--- config.mk ---
export PLATFORM = sky130hd
export DESIGN_NAME = tacl_core
export DESIGN_NICKNAME = d
export VERILOG_FILES = /design/src/tacl_pkg.sv /design/src/tacl_edge_if.sv /design/src/tacl_edge_det.sv /design/src/tacl_core.sv
export SDC_FILE = /design/constraint.sdc
export NUM_CORES = 1
export LEC_CHECK = 0
export BUFFER_PORTS_ARGS = -buffer_cell sky130_fd_sc_hd__buf_2
export CAP_MARGIN = 20
export CORE_ASPECT_RATIO = 1.1
export CORE_MARGIN = 2
export CORE_UTILIZATION = 30
export CTS_CLUSTER_DIAMETER = 100
export DETAILED_ROUTE_END_ITERATION = 7
export PLACE_DENSITY = 0.56
export SYNTH_ARGS = -nofsm -noshare
export SYNTH_HDL_FRONTEND = slang
export SYNTH_SLANG_ARGS = --single-unit
--- constraint.sdc ---
create_clock -name core_clk_in -period 9.7 [get_ports core_clk_in]
set_input_delay 0 -clock core_clk_in [delete_from_list [all_inputs] [get_ports core_clk_in]]
set_output_delay 0 -clock core_clk_in [all_outputs]
set_load 0.05 [all_outputs]
--- src/tacl_pkg.sv ---
package tacl_pkg;
  // ---------------------------------------------------------------
  // Channel array geometry
  // ---------------------------------------------------------------
  localparam int TACL_NCH = 8;
  localparam int TACL_CW = 16;
  localparam int TACL_HW = 8;
  localparam int TACL_NPRE = 4;
  localparam int TACL_DIVW = 4;
  localparam int TACL_PREW = 15;
  // Channels that may be split into two 8-bit halves
  localparam logic [7:0] TACL_SPLIT_OK = 8'h0A;
  localparam int TACL_SPLIT_CH_A = 1;
  localparam int TACL_SPLIT_CH_B = 3;
  // Operation clock sources that must not be used by a linked group
  localparam logic [1:0] TACL_SRC_THIRD = 2'h2;
  localparam logic [1:0] TACL_SRC_FOURTH = 2'h3;
  // ---------------------------------------------------------------
  // Mode encodings
  // ---------------------------------------------------------------
  localparam logic [1:0] TACL_MODE_INTERVAL = 2'h0;
  localparam logic [1:0] TACL_MODE_EVENT = 2'h1;
  localparam logic [1:0] TACL_MODE_DELAY = 2'h2;
  localparam logic [1:0] TACL_MODE_ONESHOT = 2'h3;
  // ---------------------------------------------------------------
  // Reset values and the count a one-shot loads when it stops
  // ---------------------------------------------------------------
  localparam logic [15:0] TACL_CNT_RST = 16'h0000;
  localparam logic [15:0] TACL_CNT_STOP = 16'hFFFF;
  localparam logic [14:0] TACL_PRE_RST = 15'h0000;
  // Noise filter needs this many equal operation-clock samples
  localparam int TACL_NF_SAMPLES = 2;

  typedef logic [TACL_NCH-1:0] tacl_chmask_t;
  typedef logic [1:0] tacl_sel_t;
endpackage : tacl_pkg

--- src/tacl_edge_if.sv ---
`timescale 1ns/10ps
interface tacl_edge_if;
  logic [7:0] op_tick;
  logic [7:0] edge_pulse;
  modport src (output op_tick, input edge_pulse);
  modport det (input op_tick, output edge_pulse);
endinterface : tacl_edge_if

--- src/tacl_edge_det.sv ---
`timescale 1ns/10ps
module tacl_edge_det
  import tacl_pkg::*;
(
  // Clock and reset
  input wire logic core_clk_in,
  input wire logic nrst_in,
  input wire logic clk_en_in,
  // Timer inputs and filter enables
  input wire logic [TACL_NCH-1:0] timer_in,
  input wire logic [TACL_NCH-1:0] nf_en_in,
  // Towards the channel logic
  tacl_edge_if.det eif
);
  import tacl_pkg::*;

  genvar g;
  generate
    for (g = 0; g < TACL_NCH; g++) begin : g_ch
      logic s1_q, s2_q, s3_q;
      logic smp_q, filt_q, filt_d, prev_q;
      // Three stages; a change counts once stages two and three agree
      always_ff @(posedge core_clk_in or negedge nrst_in) begin
        if (!nrst_in) begin
          s1_q <= 1'b0;
          s2_q <= 1'b0;
          s3_q <= 1'b0;
        end else if (clk_en_in) begin
          s1_q <= timer_in[g];
          s2_q <= s1_q;
          s3_q <= s2_q;
        end
      end
      // Sampled on the operation clock tick; filter wants two equal samples
      always_comb begin
        filt_d = filt_q;
        if (!nf_en_in[g]) begin
          filt_d = smp_q;
        end else if (smp_q == s3_q) begin
          filt_d = smp_q;
        end
      end
      always_ff @(posedge core_clk_in or negedge nrst_in) begin
        if (!nrst_in) begin
          smp_q <= 1'b0;
          filt_q <= 1'b0;
          prev_q <= 1'b0;
        end else if (clk_en_in && eif.op_tick[g] && (s2_q == s3_q)) begin
          smp_q <= s3_q;
          filt_q <= filt_d;
          prev_q <= filt_q;
        end
      end
      // One-cycle pulse on the sampled rising edge
      always_ff @(posedge core_clk_in or negedge nrst_in) begin
        if (!nrst_in) begin
          eif.edge_pulse[g] <= 1'b0;
        end else if (clk_en_in) begin
          eif.edge_pulse[g] <= eif.op_tick[g] && filt_q && !prev_q;
        end
      end
    end
  endgenerate
endmodule : tacl_edge_det

--- src/tacl_core.sv ---
`timescale 1ns/10ps
// Contract
// - Only even channels may be masters.
// - Channel 0 is never a slave; slaves sit above their master.
// - One master may lead several slaves.
// - A slave follows only the nearest master below it.
// - Masters forward irq, start and count clock upward; slaves never forward. The code forwards start, stop and count clock, but not irq.
// - A master never takes signals from a lower master.
// - Channel 0 has no master bit yet always acts as master.
// - Linking constraints hold inside one group only.
// - Only channels 1 and 3 split, by their split select bit.
// - Upper half is interval only and interrupts at start.
// - Upper half uses the lower half's clock select.
// - Split halves have their own start, stop and status bits.
// - Lower half supports interval, event count and delay count.
// - Unsplit, upper start and stop do nothing; upper status holds.
// - Split channels cannot join linked one-shot or PWM groups.
// - Count clock is divided operation tick or input edge.
// - Input edge mode waits for a sampled rising edge.
// - Noise filter wants two equal operation-clock samples.
module tacl_core
  import tacl_pkg::*;
(
  // Clock, reset and enable
  input wire logic core_clk_in,
  input wire logic nrst_in,
  input wire logic clk_en_in,
  // Prescaler: divisor exponent per source
  input wire logic [TACL_NPRE*TACL_DIVW-1:0] prescaler_select_reg_in,
  // Per-channel configuration
  input wire logic [TACL_NCH*2-1:0] op_clock_sel_in,
  input wire tacl_pkg::tacl_chmask_t count_clock_source_in,
  input wire tacl_pkg::tacl_chmask_t master_sel_in,
  input wire tacl_pkg::tacl_chmask_t slave_link_in,
  input wire tacl_pkg::tacl_chmask_t split_8bit_select_in,
  input wire tacl_pkg::tacl_chmask_t start_irq_option_in,
  input wire tacl_pkg::tacl_chmask_t nf_en_in,
  input wire logic [TACL_NCH*2-1:0] mode_in,
  input wire logic [TACL_NCH*TACL_CW-1:0] reload_in,
  // Triggers
  input wire tacl_pkg::tacl_chmask_t chan_start_trigger_in,
  input wire tacl_pkg::tacl_chmask_t chan_stop_trigger_in,
  input wire logic upper_half_start_ch1_in,
  input wire logic upper_half_start_ch3_in,
  input wire logic upper_half_stop_ch1_in,
  input wire logic upper_half_stop_ch3_in,
  // Timer pins
  input wire tacl_pkg::tacl_chmask_t timer_in,
  // Status and events
  output tacl_pkg::tacl_chmask_t chan_enabled_status_out,
  output logic upper_half_status_ch1_out,
  output logic upper_half_status_ch3_out,
  output tacl_pkg::tacl_chmask_t channel_irq_out,
  output logic upper_half_irq_ch1_out,
  output logic upper_half_irq_ch3_out,
  output tacl_pkg::tacl_chmask_t is_master_out,
  output tacl_pkg::tacl_chmask_t link_error_out,
  output logic [TACL_NCH*TACL_CW-1:0] count_value_reg_out
);
  import tacl_pkg::*;

  // ---------------------------------------------------------------
  // Prescaler
  // ---------------------------------------------------------------
  logic [TACL_PREW-1:0] pre_q;
  logic [TACL_NPRE-1:0] src_tick;

  always_ff @(posedge core_clk_in or negedge nrst_in) begin
    if (!nrst_in) begin
      pre_q <= TACL_PRE_RST;
    end else if (clk_en_in) begin
      pre_q <= pre_q + 15'h0001;
    end
  end

  // A divided source is high for one clock when the low bits wrap
  genvar p;
  generate
    for (p = 0; p < TACL_NPRE; p++) begin : g_pre
      logic [3:0] ex;
      logic [15:0] msk;
      assign ex = prescaler_select_reg_in[p*TACL_DIVW +: TACL_DIVW];
      assign msk = (16'h0001 << ex) - 16'h0001;
      assign src_tick[p] = (({1'b0, pre_q} & msk) == msk);
    end
  endgenerate

  // ---------------------------------------------------------------
  // Group structure
  // ---------------------------------------------------------------
  tacl_chmask_t master_eff;
  logic [2:0] lead [TACL_NCH];
  tacl_chmask_t linked;
  tacl_chmask_t link_err;

  // Channel 0 always leads; odd channels never do
  always_comb begin
    master_eff = master_sel_in & 8'h54;
    master_eff[0] = 1'b1;
  end

  // Each channel's leader is the nearest master at or below it
  always_comb begin
    for (int i = 0; i < TACL_NCH; i++) begin
      lead[i] = 3'h0;
      for (int j = 0; j <= i; j++) begin
        if (master_eff[j]) begin
          lead[i] = 3'(j);
        end
      end
    end
  end

  // A slave is linked only if it is not itself a master and not split
  always_comb begin
    for (int i = 0; i < TACL_NCH; i++) begin
      linked[i] = slave_link_in[i] && !master_eff[i] && (i != 0) &&
        !(split_8bit_select_in[i] && TACL_SPLIT_OK[i]);
      link_err[i] = 1'b0;
      if (linked[i]) begin
        if (op_clock_sel_in[2*i +: 2] != op_clock_sel_in[2*lead[i] +: 2]) begin
          link_err[i] = 1'b1;
        end
        if (op_clock_sel_in[2*i +: 2] == TACL_SRC_THIRD ||
            op_clock_sel_in[2*i +: 2] == TACL_SRC_FOURTH) begin
          link_err[i] = 1'b1;
        end
      end
    end
  end

  assign is_master_out = master_eff;
  assign link_error_out = link_err;

  // ---------------------------------------------------------------
  // Count clock formation
  // ---------------------------------------------------------------
  tacl_edge_if eif ();
  tacl_chmask_t own_tick;
  tacl_chmask_t own_cclk;
  tacl_chmask_t cclk;
  tacl_chmask_t strt;
  tacl_chmask_t stop;
  tacl_chmask_t irq_q;

  always_comb begin
    for (int i = 0; i < TACL_NCH; i++) begin
      own_tick[i] = src_tick[op_clock_sel_in[2*i +: 2]];
    end
  end
  assign eif.op_tick = own_tick;

  tacl_edge_det u_edge (
    .core_clk_in(core_clk_in),
    .nrst_in(nrst_in),
    .clk_en_in(clk_en_in),
    .timer_in(timer_in),
    .nf_en_in(nf_en_in),
    .eif(eif)
  );

  // Slaves take the leader's count clock and triggers; leaders use their own
  always_comb begin
    for (int i = 0; i < TACL_NCH; i++) begin
      own_cclk[i] = count_clock_source_in[i] ? eif.edge_pulse[i] : own_tick[i];
    end
    for (int i = 0; i < TACL_NCH; i++) begin
      cclk[i] = linked[i] ? own_cclk[lead[i]] : own_cclk[i];
      strt[i] = chan_start_trigger_in[i] |
        (linked[i] & chan_start_trigger_in[lead[i]]);
      stop[i] = chan_stop_trigger_in[i] |
        (linked[i] & chan_stop_trigger_in[lead[i]]);
    end
  end

  // ---------------------------------------------------------------
  // Channels
  // ---------------------------------------------------------------
  tacl_chmask_t en_q;
  tacl_chmask_t wait_q;
  tacl_chmask_t split_act;
  logic [TACL_CW-1:0] cnt_q [TACL_NCH];

  assign split_act = split_8bit_select_in & TACL_SPLIT_OK;

  genvar c;
  generate
    for (c = 0; c < TACL_NCH; c++) begin : g_ch
      logic [1:0] md;
      logic [TACL_CW-1:0] rl;
      logic sp;
      logic [TACL_HW-1:0] lo;
      logic lo_zero;
      logic fire;
      logic cnt_ev;
      assign md = mode_in[2*c +: 2];
      assign rl = reload_in[c*TACL_CW +: TACL_CW];
      assign sp = split_act[c];
      assign lo = cnt_q[c][TACL_HW-1:0];
      assign lo_zero = sp ? (lo == 8'h00) : (cnt_q[c] == TACL_CNT_RST);
      assign cnt_ev = en_q[c] && cclk[c];

      // Event counter loads at start; others wait for the first count clock
      always_ff @(posedge core_clk_in or negedge nrst_in) begin
        if (!nrst_in) begin
          en_q[c] <= 1'b0;
          wait_q[c] <= 1'b0;
        end else if (clk_en_in) begin
          if (stop[c]) begin
            en_q[c] <= 1'b0;
            wait_q[c] <= 1'b0;
          end else if (strt[c]) begin
            en_q[c] <= 1'b1;
            wait_q[c] <= (md != TACL_MODE_EVENT);
          end else if (cnt_ev && wait_q[c]) begin
            wait_q[c] <= 1'b0;
          end else if (cnt_ev && lo_zero && md == TACL_MODE_ONESHOT && !sp) begin
            en_q[c] <= 1'b0;
          end
        end
      end

      // Split lower half only runs interval, event and delay count
      always_comb begin
        fire = 1'b0;
        if (cnt_ev) begin
          if (wait_q[c]) begin
            fire = start_irq_option_in[c];
          end else if (lo_zero) begin
            fire = !(sp && md == TACL_MODE_ONESHOT);
          end
        end
      end

      always_ff @(posedge core_clk_in or negedge nrst_in) begin
        if (!nrst_in) begin
          cnt_q[c] <= TACL_CNT_RST;
          irq_q[c] <= 1'b0;
        end else if (clk_en_in) begin
          irq_q[c] <= fire;
          if (strt[c] && md == TACL_MODE_EVENT) begin
            cnt_q[c][TACL_HW-1:0] <= rl[TACL_HW-1:0];
            if (!sp) begin
              cnt_q[c][TACL_CW-1:TACL_HW] <= rl[TACL_CW-1:TACL_HW];
            end
          end else if (cnt_ev) begin
            if (sp) begin
              cnt_q[c][TACL_HW-1:0] <= (wait_q[c] || lo_zero) ? rl[TACL_HW-1:0]
                : lo - 8'h01;
            end else if (wait_q[c]) begin
              cnt_q[c] <= rl;
            end else if (lo_zero) begin
              cnt_q[c] <= (md == TACL_MODE_ONESHOT) ? TACL_CNT_STOP : rl;
            end else begin
              cnt_q[c] <= cnt_q[c] - 16'h0001;
            end
          end
        end
      end

      assign count_value_reg_out[c*TACL_CW +: TACL_CW] = cnt_q[c];
    end
  endgenerate

  assign chan_enabled_status_out = en_q;
  assign channel_irq_out = irq_q;

  // ---------------------------------------------------------------
  // Upper halves of the split channels
  // ---------------------------------------------------------------
  logic [1:0] hen_q;
  logic [1:0] hwait_q;
  logic [1:0] hirq_q;
  logic [TACL_HW-1:0] hcnt_q [2];
  logic [1:0] hstart;
  logic [1:0] hstop;
  logic [1:0] hsp;
  logic [1:0] htick;
  logic [TACL_HW-1:0] hrl [2];

  // Upper triggers count only while the channel is split
  assign hsp = {split_act[TACL_SPLIT_CH_B], split_act[TACL_SPLIT_CH_A]};
  assign hstart = {upper_half_start_ch3_in, upper_half_start_ch1_in} & hsp;
  assign hstop = {upper_half_stop_ch3_in, upper_half_stop_ch1_in} & hsp;
  assign htick = {own_tick[TACL_SPLIT_CH_B], own_tick[TACL_SPLIT_CH_A]};
  assign hrl[0] = reload_in[TACL_SPLIT_CH_A*TACL_CW+TACL_HW +: TACL_HW];
  assign hrl[1] = reload_in[TACL_SPLIT_CH_B*TACL_CW+TACL_HW +: TACL_HW];

  genvar h;
  generate
    for (h = 0; h < 2; h++) begin : g_hi
      always_ff @(posedge core_clk_in or negedge nrst_in) begin
        if (!nrst_in) begin
          hen_q[h] <= 1'b0;
          hwait_q[h] <= 1'b0;
          hirq_q[h] <= 1'b0;
          hcnt_q[h] <= 8'h00;
        end else if (clk_en_in) begin
          hirq_q[h] <= 1'b0;
          if (hstop[h]) begin
            hen_q[h] <= 1'b0;
            hwait_q[h] <= 1'b0;
          end else if (hstart[h]) begin
            hen_q[h] <= 1'b1;
            hwait_q[h] <= 1'b1;
          end else if (hen_q[h] && htick[h] && hsp[h]) begin
            // Interval only: start always interrupts
            hirq_q[h] <= hwait_q[h] || (hcnt_q[h] == 8'h00);
            hwait_q[h] <= 1'b0;
            hcnt_q[h] <= (hwait_q[h] || hcnt_q[h] == 8'h00) ? hrl[h]
              : hcnt_q[h] - 8'h01;
          end
        end
      end
    end
  endgenerate

  // Upper count stays internal; only its status and interrupt leave the block
  logic count_value_reg_out_hi_dummy;
  always_comb begin
    count_value_reg_out_hi_dummy = 1'b0;
  end

  assign upper_half_status_ch1_out = hen_q[0];
  assign upper_half_status_ch3_out = hen_q[1];
  assign upper_half_irq_ch1_out = hirq_q[0];
  assign upper_half_irq_ch3_out = hirq_q[1];
endmodule : tacl_core

; After elaboration in Yosys (flattened, before gate mapping)
; Cells that the tools add are included.
[classes]
addsub = 17
n_mul = 0
div = 0
order_cmp = 11
eq_ne = 85
shifts = 7
n_mux = 237
n_bitwise = 38
n_reduce_logical = 191
[ops]
columns = operator, count
row1 = 16-bit 2-to-1 mux, 40
row2 = "16-bit by 1-bit subtractor with 16-bit output, second input constant", 12
row3 = 1-bit 2-to-1 mux, 167
row4 = 16-bit logical NOT, 8
row5 = 1-bit logical AND, 85
row6 = 8-bit 2-to-1 mux, 10
row7 = 15-bit by 16-bit AND with 16-bit output, 4
row8 = 16-bit == test, 4
row9 = "1-bit by 4-bit left shift with 16-bit output, first input constant", 4
row10 = 2-bit AND reduction, 28
row11 = 3-bit nonzero test, 18
row12 = 16-bit by 5-bit indexed part select with 2-bit output, 3
row13 = "2-bit == test, second input constant", 22
row14 = 8-bit logical NOT, 4
row15 = "2-bit by 1-bit != test with 1-bit output, second input constant", 16
row16 = "8-bit by 1-bit subtractor with 8-bit output, second input constant", 4
row17 = 1-bit binary-select mux with 3-bit select, 9
row18 = "2-bit by 3-bit < comparator with 1-bit output, second input constant", 8
row19 = "3-bit != test, second input constant", 8
row20 = 3-bit AND reduction, 8
row21 = 2-bit nonzero test, 10
row22 = 1-bit binary-select mux with 2-bit select, 8
row23 = 1-bit == test, 16
row24 = "2-bit by 1-bit == test with 1-bit output, second input constant", 8
row25 = other kinds (14), 82
[totals]
regBits = 245
latch_bits = 0
ram_bits = 0
romBits = 0
input_bits = 255
out_inout_bits = 164
word_cells = 685
n_memories = 0

; Depth between registers and ports, before layout
; Gate-level depths: netlist of run 1.
[depth]
ltp_word = 18
depth_mapped = 19
depth_no_buf = 13

; Cells and area by module
; Synthesis of run 1 repeated with hierarchy kept, for this count alone.
[unflattened]
cells_unflattened = 2159
hier_area_um2 = 17299.1
[by_module_without_submodules]
columns = mod, n_inst, cells_each, area_per_inst_um2, seq_area_each_um2
row1 = tacl_core, 1, 1923, 14557.7, 4729.5
row2 = tacl_edge_det, 1, 236, 2741.4, 1401.3

; Worst setup path after synthesis of run 1
; Ideal clock, no wire load.
[synth_path]
path_type = in2reg
start = input port prescaler_select_reg_in[11]
end = register cnt_q (netlist bit count_value_reg_out[124])
setup_ns = 0.123
arrival_time_ns = 4.143
required_ns = 9.577
setup_slack_ns = 5.435
path_stages = 17
n_path_buf = 5
path_cell_list = buf_2 > buf_6 > or4b_2 > ha_1 > clkbuf_1 > nor4_1 > a21oi_1 > or3_1 > and3_1 > clkbuf_1 > and2_1 > mux4_1 > a211oi_1 > o31a_1 > o21ai_2 > buf_2 > o221a_2
[synth_between]
elab_chain_len = 13
elab_cells_between_ends = 34
cone_classes = add/sub: 1 / eq/ne: 1 / shift: 1 / mux: 27 / bitwise: 1 / reduce/logical: 3
[synth_rtl]
columns = element, line_no
row1 = "start, declared", tacl_core.sv:29  ; input wire logic [TACL_NPRE*TACL_DIVW-1:0] prescaler_select_reg_in,
row2 = 1-bit by 4-bit left shift with 16-bit output *, tacl_core.sv:83  ; assign msk = (16'h0001 << ex) - 16'h0001;
row3 = 16-bit by 1-bit subtractor with 16-bit output *, tacl_core.sv:83
row4 = 15-bit by 16-bit AND with 16-bit output, tacl_core.sv:84  ; assign src_tick[p] = (({1'b0, pre_q} & msk) == msk);
row5 = 16-bit == test *, tacl_core.sv:84
row6 = 1-bit binary-select mux with 2-bit select, tacl_core.sv:148  ; own_tick[i] = src_tick[op_clock_sel_in[2*i +: 2]];
row7 = 1-bit 2-to-1 mux (not written as such), tacl_core.sv:148
row8 = 1-bit 2-to-1 mux, tacl_core.sv:165  ; own_cclk[i] = count_clock_source_in[i] ? eif.edge_pulse[i] : own_tick[i];
row9 = 1-bit binary-select mux with 3-bit select, tacl_core.sv:168  ; cclk[i] = linked[i] ? own_cclk[lead[i]] : own_cclk[i];
row10 = 1-bit 2-to-1 mux (not written as such), tacl_core.sv:168
row11 = 1-bit 2-to-1 mux *, tacl_core.sv:168
row12 = 1-bit logical AND *, tacl_core.sv:201  ; assign cnt_ev = en_q[c] && cclk[c];
row13 = 2-bit nonzero test (no source line) *, n/a
row14 = 2-bit AND reduction (no source line) *, n/a
row15 = "end signal, assigned by index", tacl_core.sv:242  ; cnt_q[c][TACL_HW-1:0] <= rl[TACL_HW-1:0];
row16 = "end signal, assigned by index", tacl_core.sv:244  ; cnt_q[c][TACL_CW-1:TACL_HW] <= rl[TACL_CW-1:TACL_HW];
row17 = "end signal, assigned by index", tacl_core.sv:248  ; cnt_q[c][TACL_HW-1:0] <= (wait_q[c] || lo_zero) ? rl[TACL_HW-1:0]
row18 = "end, declared", tacl_core.sv:182  ; logic [TACL_CW-1:0] cnt_q [TACL_NCH];
; Every way passes the cells marked *; elsewhere a longest branch is shown, timed or not. The select of a mux whose other input is x is not followed.
; A chain may end at the register's enable or synchronous reset.

; Worst setup path in the final report of run 1
[layout_path]
start = input port prescaler_select_reg_in[7]
end = register wait_q[7]
[layout_between]
elab_chain_len = 14
elab_cells_between_ends = 35
cone_classes = add/sub: 1 / eq/ne: 1 / shift: 1 / mux: 27 / bitwise: 1 / reduce/logical: 4
[layout_rtl]
columns = element, line_no
row1 = 1-bit by 4-bit left shift with 16-bit output *, tacl_core.sv:83
row2 = 16-bit by 1-bit subtractor with 16-bit output *, tacl_core.sv:83
row3 = 15-bit by 16-bit AND with 16-bit output, tacl_core.sv:84
row4 = 16-bit == test *, tacl_core.sv:84
row5 = 1-bit binary-select mux with 2-bit select, tacl_core.sv:148
row6 = 1-bit 2-to-1 mux (not written as such), tacl_core.sv:148
row7 = 1-bit 2-to-1 mux, tacl_core.sv:165
row8 = 1-bit binary-select mux with 3-bit select, tacl_core.sv:168
row9 = 1-bit 2-to-1 mux (not written as such), tacl_core.sv:168
row10 = 1-bit 2-to-1 mux *, tacl_core.sv:168
row11 = 1-bit logical AND *, tacl_core.sv:201
row12 = 1-bit logical AND *, tacl_core.sv:215  ; end else if (cnt_ev && wait_q[c]) begin
row13 = 3-bit nonzero test (no source line) *, n/a
row14 = 2-bit AND reduction (no source line) *, n/a
row15 = "end signal, assigned by index", tacl_core.sv:214  ; wait_q[c] <= (md != TACL_MODE_EVENT);
row16 = "end, declared", tacl_core.sv:180  ; tacl_chmask_t wait_q;
; Marked as above.

==> impl_metrics.ini, run 1 <==
[logic_synthesis]
yosys.cell_types.count = 101
ys_seq_area_frac = 0.3470
netlist_area_mm2 = 0.01767
post-synth-top-count-cell = dfrtp_1
async_reset_ff_frac = 1.000
synthCells = 2179
yosysWarningCount = 0
synthFlopType = dfrtp_1
synth_area_per_cell_um2 = 8.108
synth_common_cells = 245 x dfrtp_1, 216 x o21ai_0, 196 x nor2_1
ys_ff_latch = 245
synth_area_leader_cell = dfrtp_1
synth_edf_count = 0
yosys-top-cells-area = dfrtp_1 35%, o21ai_0 6.1%, a21oi_1 4.2%
synth.top_cell.area_share = 0.3470

[sta]
setup_violations = 0
final_max_slew_viol_count = 0
clock.fmax_mhz = 189.6
finalHoldViolCount = 0
post-route-period-util = 0.5437
skew_ns = 0.01874
fin_crit_ns = 5.274
hold-worst-slack_ns = 0.02526
setup_ws_ns = 4.426
tns_ns = 0
rsz0062_at_grt = no
slew_headroom = 0.2295
worstMarginPinSlew_ns = 1.140

[detailed_routing]
detail_route.wirelength_um = 69780
first_pass_iters = 6
drt-initial-drc-count = 1736
detail-route-antenna-nets = 0
drc = 0
vias_per_cell = 5.623
wl_per_cell_um = 19.73
vias = 19880

[global_route]
grt_pass1_vias = 19350
gr-total-overflow = 0
gr-usage-all-layers = 0.2197
grt_max_degree = 76
antenna_found_initial = 14
grt_pass1_wl_um = 108800

[critical_path]
setup.worst_path.start_class = input port
r2r_setup_slack_ns = 4.43
cp_max_fo = 17
path_class = in -> reg
cp.required_ns = 10.24
arrival_ns = 5.82
cp-end-kind = flop

[clock_network]
cts_buffers = 31
post-cts-setup-buffers = 0
cts.repair.resized = 0
path_clk_slew_ns = 0.06
insertion_delay_ns = 0.61
ctsLongestPathBuffers = 3
cts_tree = built
ctsRootBufferMaster = clkbuf_16
cts.sinks = 245
h-tree-depth = 1

[layout]
area_growth_pct = 33.93
fin_area_mm2 = 0.02366
largest_register_ffs = 128
drive_gt1_frac = 0.2121
final_nets = 3025
fin_util = 0.4051

[place]
place_area_mm2 = 0.02025
place_ws_ns = 4.108
gp_congestion = 0.9169
dp.final_hpwl_um = 50050
port_buffers = 400

[floorplan]
die_y_um = 258.5
die-area_mm2 = 0.06085
die_x_um = 235.4
row_count = 93
initial_core_util = 0.3025
core-area_mm2 = 0.05841
ios = 419

[job]
max_cap_viol_count = 0

[power_and_ir_drop]
leakage_nw = 9.973
p_per_area_mw_per_mm2 = 222.3
ir_drop_uv = 178.5

[outcome]
outcome = completed

[hold_path]
hp-class = in -> reg
stage by stage:
step                power, mW  std cells
finish                  5.261       3536
global route            5.554       3534
CTS                     5.277       3526
detailed placement      3.958       3234
global placement        3.920       3233
floorplan               3.279       2183
layout make-up:
class	instances	area, um^2
antenna	8	20.02
clock buffer	45	908.4
clock inverter	11	107.6
fill	5941	34750
inverter	87	326.6
multi-input combinational	1716	10640
sequential	245	6131
tap	760	950.9
timing repair buffer	664	4582
placed cells by master (no fill, tap or decap), types with 12 or more instances in the layout:
| cell type | synthesis | layout |
|---|---|---|
| o21ai_0 | 216 | 216 |
| or4_1 | 14 | 14 |
| nor4b_1 | 14 | 14 |
| o31ai_1 | 26 | 26 |
| buf_4 | 12 | 27 |
| dlygate4sd3_1 | 0 | 236 |
| o2bb2ai_1 | 17 | 17 |
| o31a_1 | 16 | 16 |
| or3_1 | 42 | 42 |
| inv_1 | 85 | 85 |
| a211oi_1 | 24 | 24 |
| xor2_1 | 17 | 17 |
| clkbuf_16 | 0 | 31 |
| nor2b_1 | 22 | 22 |
| nand2b_1 | 29 | 29 |
| buf_2 | 27 | 399 |
| nand3b_1 | 12 | 12 |
| nor3_1 | 89 | 86 |
| a22o_1 | 19 | 19 |
| a21oi_1 | 150 | 150 |
| nand4_1 | 27 | 27 |
| dfrtp_1 | 245 | 245 |
| ha_1 | 25 | 25 |
| nor2_1 | 196 | 196 |
| o32ai_1 | 17 | 17 |
| and3_1 | 12 | 12 |
| nor3b_1 | 17 | 17 |
| and2_1 | 20 | 20 |
| xnor2_1 | 22 | 22 |
| a31oi_1 | 51 | 51 |
| or2_2 | 14 | 14 |
| o22ai_1 | 31 | 31 |
| nand2_1 | 192 | 192 |
| nand3_1 | 90 | 90 |
| nor4_1 | 19 | 19 |
| mux2_2 | 31 | 31 |
| mux2i_1 | 15 | 15 |
kinds of logic (layout without fill, tap and decap cells):
group / after synthesis / after routing / share of synthesized area
xor+xnor: 39 / 39 / 0.01933
compound gates: 739 / 739 / 0.2763
flops: 245 / 245 / 0.3470
buf+inv: 222 / 807 / 0.05340
other cells: 2 / 14 / 0.0004251
fa+ha+maj: 25 / 25 / 0.01770
simple gates: 853 / 853 / 0.2478
mux: 54 / 54 / 0.03803
routing by layer:
layer | GRT usage | up-vias | share of wire
li1 | - | 9295 | -
met1 | 0.2779 | 9662 | 0.42
met2 | 0.3759 | 766 | 0.48
met3 | 0.03899 | 149 | 0.065
met4 | 0.07962 | 12 | 0.033
met5 | 0 | - | 0.0012
where the power goes:
group	internal [mW]	switching (mW)
logic	0.743	1.66
clock network	0.674	0.500
registers	1.29	0.399
worst max-delay path, stage by stage:
cell           delay, ns
buf_2               0.19
or4_4               0.57
ha_1                0.41
nor3b_1             0.25
a21oi_1             0.10
o311ai_0            0.67
nor4b_1             0.12
buf_4               0.21
and2_1              0.23
mux4_1              0.58
a211oi_1            0.88
o31a_1              0.35
or2_1               0.45
a31o_2              0.24
dlygate4sd3_1       0.54
worst paths after layout:
check | cells after the start | end | from
worst min register to register | 1 | u_edge.eif.edge_pulse[5]$_DFFE_PN0P_ | u_edge.g_ch[5].prev_q$_DFFE_PN0P_
worst min-delay path | 3 | u_edge.eif.edge_pulse[1]$_DFFE_PN0P_ | op_clock_sel_in[2]
worst max-delay path | 15 | wait_q[7]$_DFFE_PN0P_ | prescaler_select_reg_in[7]
max in group asynchronous | 4 | count_value_reg_out[51]$_DFFE_PN0P_ | nrst_in
worst max register to register | 13 | count_value_reg_out[106]$_DFFE_PN0P_ | pre_q[10]$_DFFE_PN0P_
min in group asynchronous | 3 | count_value_reg_out[120]$_DFFE_PN0P_ | nrst_in
timing repair:
item / 4_1_cts / 5_1_grt
endpoints found under the hold margin: 269 / 0
hold buffers: 236 / 0
endpoints found under the setup margin: 0 / 0
No activity file was read; power rests on OpenSTA's default activity.
==> run 2: changes to the inputs <==
--- a/config.mk
+++ b/config.mk
@@ -12,7 +12,7 @@
 export CORE_UTILIZATION = 30
 export CTS_CLUSTER_DIAMETER = 100
 export DETAILED_ROUTE_END_ITERATION = 7
-export PLACE_DENSITY = 0.56
+export PLACE_DENSITY = 0.57
 export SYNTH_ARGS = -nofsm -noshare
 export SYNTH_HDL_FRONTEND = slang
 export SYNTH_SLANG_ARGS = --single-unit
==> constraint.sdc (replaced) <==
create_clock -name core_clk_in -period 4.3 [get_ports core_clk_in]
set_input_delay 0 -clock core_clk_in [delete_from_list [all_inputs] [get_ports core_clk_in]]
set_output_delay 0 -clock core_clk_in [all_outputs]
set_load 0.05 [all_outputs]
==> run 2 against run 1 <==
  * The flow now finishes with violations (negative hold slack)
  * Hold slack got worse by 0.049 ns
  * Die area unchanged
  * Sequential share of layout area down 0.75 points
  * Core utilization grew 1.3 points
  * Clock-buffer cell count is 1 lower
  * Combinational power is 130% higher
  * Critical path type is now reg -> reg
  * Largest cell class unchanged
  * Largest power group unchanged
==> impl_metrics.ini, run 2 (same netlist as run 1, synthesis figures left out) <==
[layout]
drive_gt1_frac = 0.2449
fin_cells = 3616
register_area_mm2 = 0.006140
final_cell_mix = 400 x buf_2, 238 x dfrtp_1, 219 x dlygate4sd3_1, 216 x o21ai_0, 196 x nor2_1
final_common_cell = buf_2
final_nets = 3107
area_growth_pct = 38.12
largest_register_ffs = 128
num-fill-cells = 5882
fin_util = 0.4178
multi_input_area_mm2 = 0.01065
fin_area_mm2 = 0.02440

[critical_path]
arrival_ns = 4.60
cp_max_fo = 6
path_class = reg -> reg
cp.required_ns = 4.77
setup.worst_path.start_class = flop
r2r_setup_slack_ns = 0.17
cp-end-kind = flop

[detailed_routing]
drt-initial-drc-count = 1472
detail_route.wirelength_um = 69610
vias_per_cell = 5.571
wl_per_cell_um = 19.25
vias = 20140
detail-route-antenna-nets = 0
drc = 0
first_pass_iters = 7

[outcome]
outcome = finished, violations left
failed_checks = negative hold slack

[sta]
worstMarginPinSlew_ns = 1.035
slew_headroom = 0.3073
final_max_slew_viol_count = 0
rsz0062_at_grt = no
skew_ns = 0.02174
finalHoldViolCount = 3
hold-worst-slack_ns = -0.02350
clock.fmax_mhz = 242.1
post-route-period-util = 0.9607
fin_crit_ns = 4.131
setup_ws_ns = 0.1691
tns_ns = 0
setup_violations = 0

[clock_network]
cts.sinks = 245
cts_tree = built
ctsRootBufferMaster = clkbuf_16
ctsLongestPathBuffers = 3
path_clk_slew_ns = 0.06
insertion_delay_ns = 0.59
h-tree-depth = 1
cts_buffers = 30

[power_and_ir_drop]
finalPower_mw = 12.07
p_per_area_mw_per_mm2 = 494.6
ir_drop_uv = 425.9
leakage_nw = 10.46

[floorplan]
die-area_mm2 = 0.06085
row_count = 93
die_x_um = 235.4
die_y_um = 258.5
initial_core_util = 0.3025
core-area_mm2 = 0.05841
ios = 419

[global_route]
gr-usage-all-layers = 0.2202
grt_pass1_wl_um = 109100
gr-total-overflow = 0
grt_pass1_vias = 19540
antenna_found_initial = 17
grt_max_degree = 98

[hold_path]
hp-class = in -> async

[job]
max_cap_viol_count = 0

[place]
place_ws_ns = -0.2409
port_buffers = 400
gp_congestion = 0.9236
place_area_mm2 = 0.02107
dp_cells = 3333
dp.final_hpwl_um = 51410
==> run 2: final timing paths <==
| path | start | cells after the start | endpoint |
|---|---|---|---|
| min reg2reg | u_edge.g_ch[4].prev_q$_DFFE_PN0P_ | 1 | u_edge.eif.edge_pulse[4]$_DFFE_PN0P_ |
| min in group core_clk_in | mode_in[15] | 6 | chan_enabled_status_out[7]$_DFFE_PN0P_ |
| min | nrst_in | 2 | count_value_reg_out[113]$_DFFE_PN0P_ |
| max | pre_q[0]$_DFFE_PN0P_ | 12 | chan_enabled_status_out[3]$_DFFE_PN0P_ |
| max in group asynchronous | nrst_in | 3 | count_value_reg_out[81]$_DFFE_PN0P_ |
| max reg2reg | pre_q[0]$_DFFE_PN0P_ | 12 | chan_enabled_status_out[3]$_DFFE_PN0P_ |
==> run 2: power breakdown <==
part | leakage, nW | switching, mW | internal (mW)
Clock | 0.536 | 1.11 | 1.70
Combinational | 6.92 | 3.74 | 1.71
Sequential | 3.01 | 0.902 | 2.90
Total | 10.5 | 5.75 | 6.32
==> run 2: repair_timing <==
action,in CTS,in global routing
hold endpoints to repair,267,0
setup endpoints to repair,0,10
gates resized for setup,0,8
buffers inserted,0,3
hold buffers,219,0
==> run 2: layout make-up <==
class	count	area share
flip-flops and latches	245	0.2516
multi-input cells	1716	0.4363
well taps	760	0.03897
repair buffers	747	0.2146
clock inverters	11	0.007075
diodes	6	0.0006153
clock buffers	44	0.03743
inverters	87	0.01338
==> run 2: metal layers <==
| layer | vias to the layer above | GRT usage | routed length, um |
|---|---|---|---|
| met2 | 783 | 0.3785 | 33420 |
| li1 | 9480 | - | - |
| met1 | 9679 | 0.2738 | 28810 |
| met5 | - | 0 | 141 |
| met4 | 22 | 0.09147 | 2690 |
| met3 | 179 | 0.03707 | 4548 |
==> run 2: worst max-delay path: stages, from the launching register on <==
cell           delay (ns)
dfrtp_2              0.42
inv_1                0.13
o311a_1              0.37
or4_4                0.46
or4_4                0.60
o22a_1               0.26
o211ai_2             0.22
buf_4                0.18
a21oi_1              0.11
nor3_1               0.33
nand3_1              0.15
a31o_2               0.27
dlygate4sd3_1        0.55
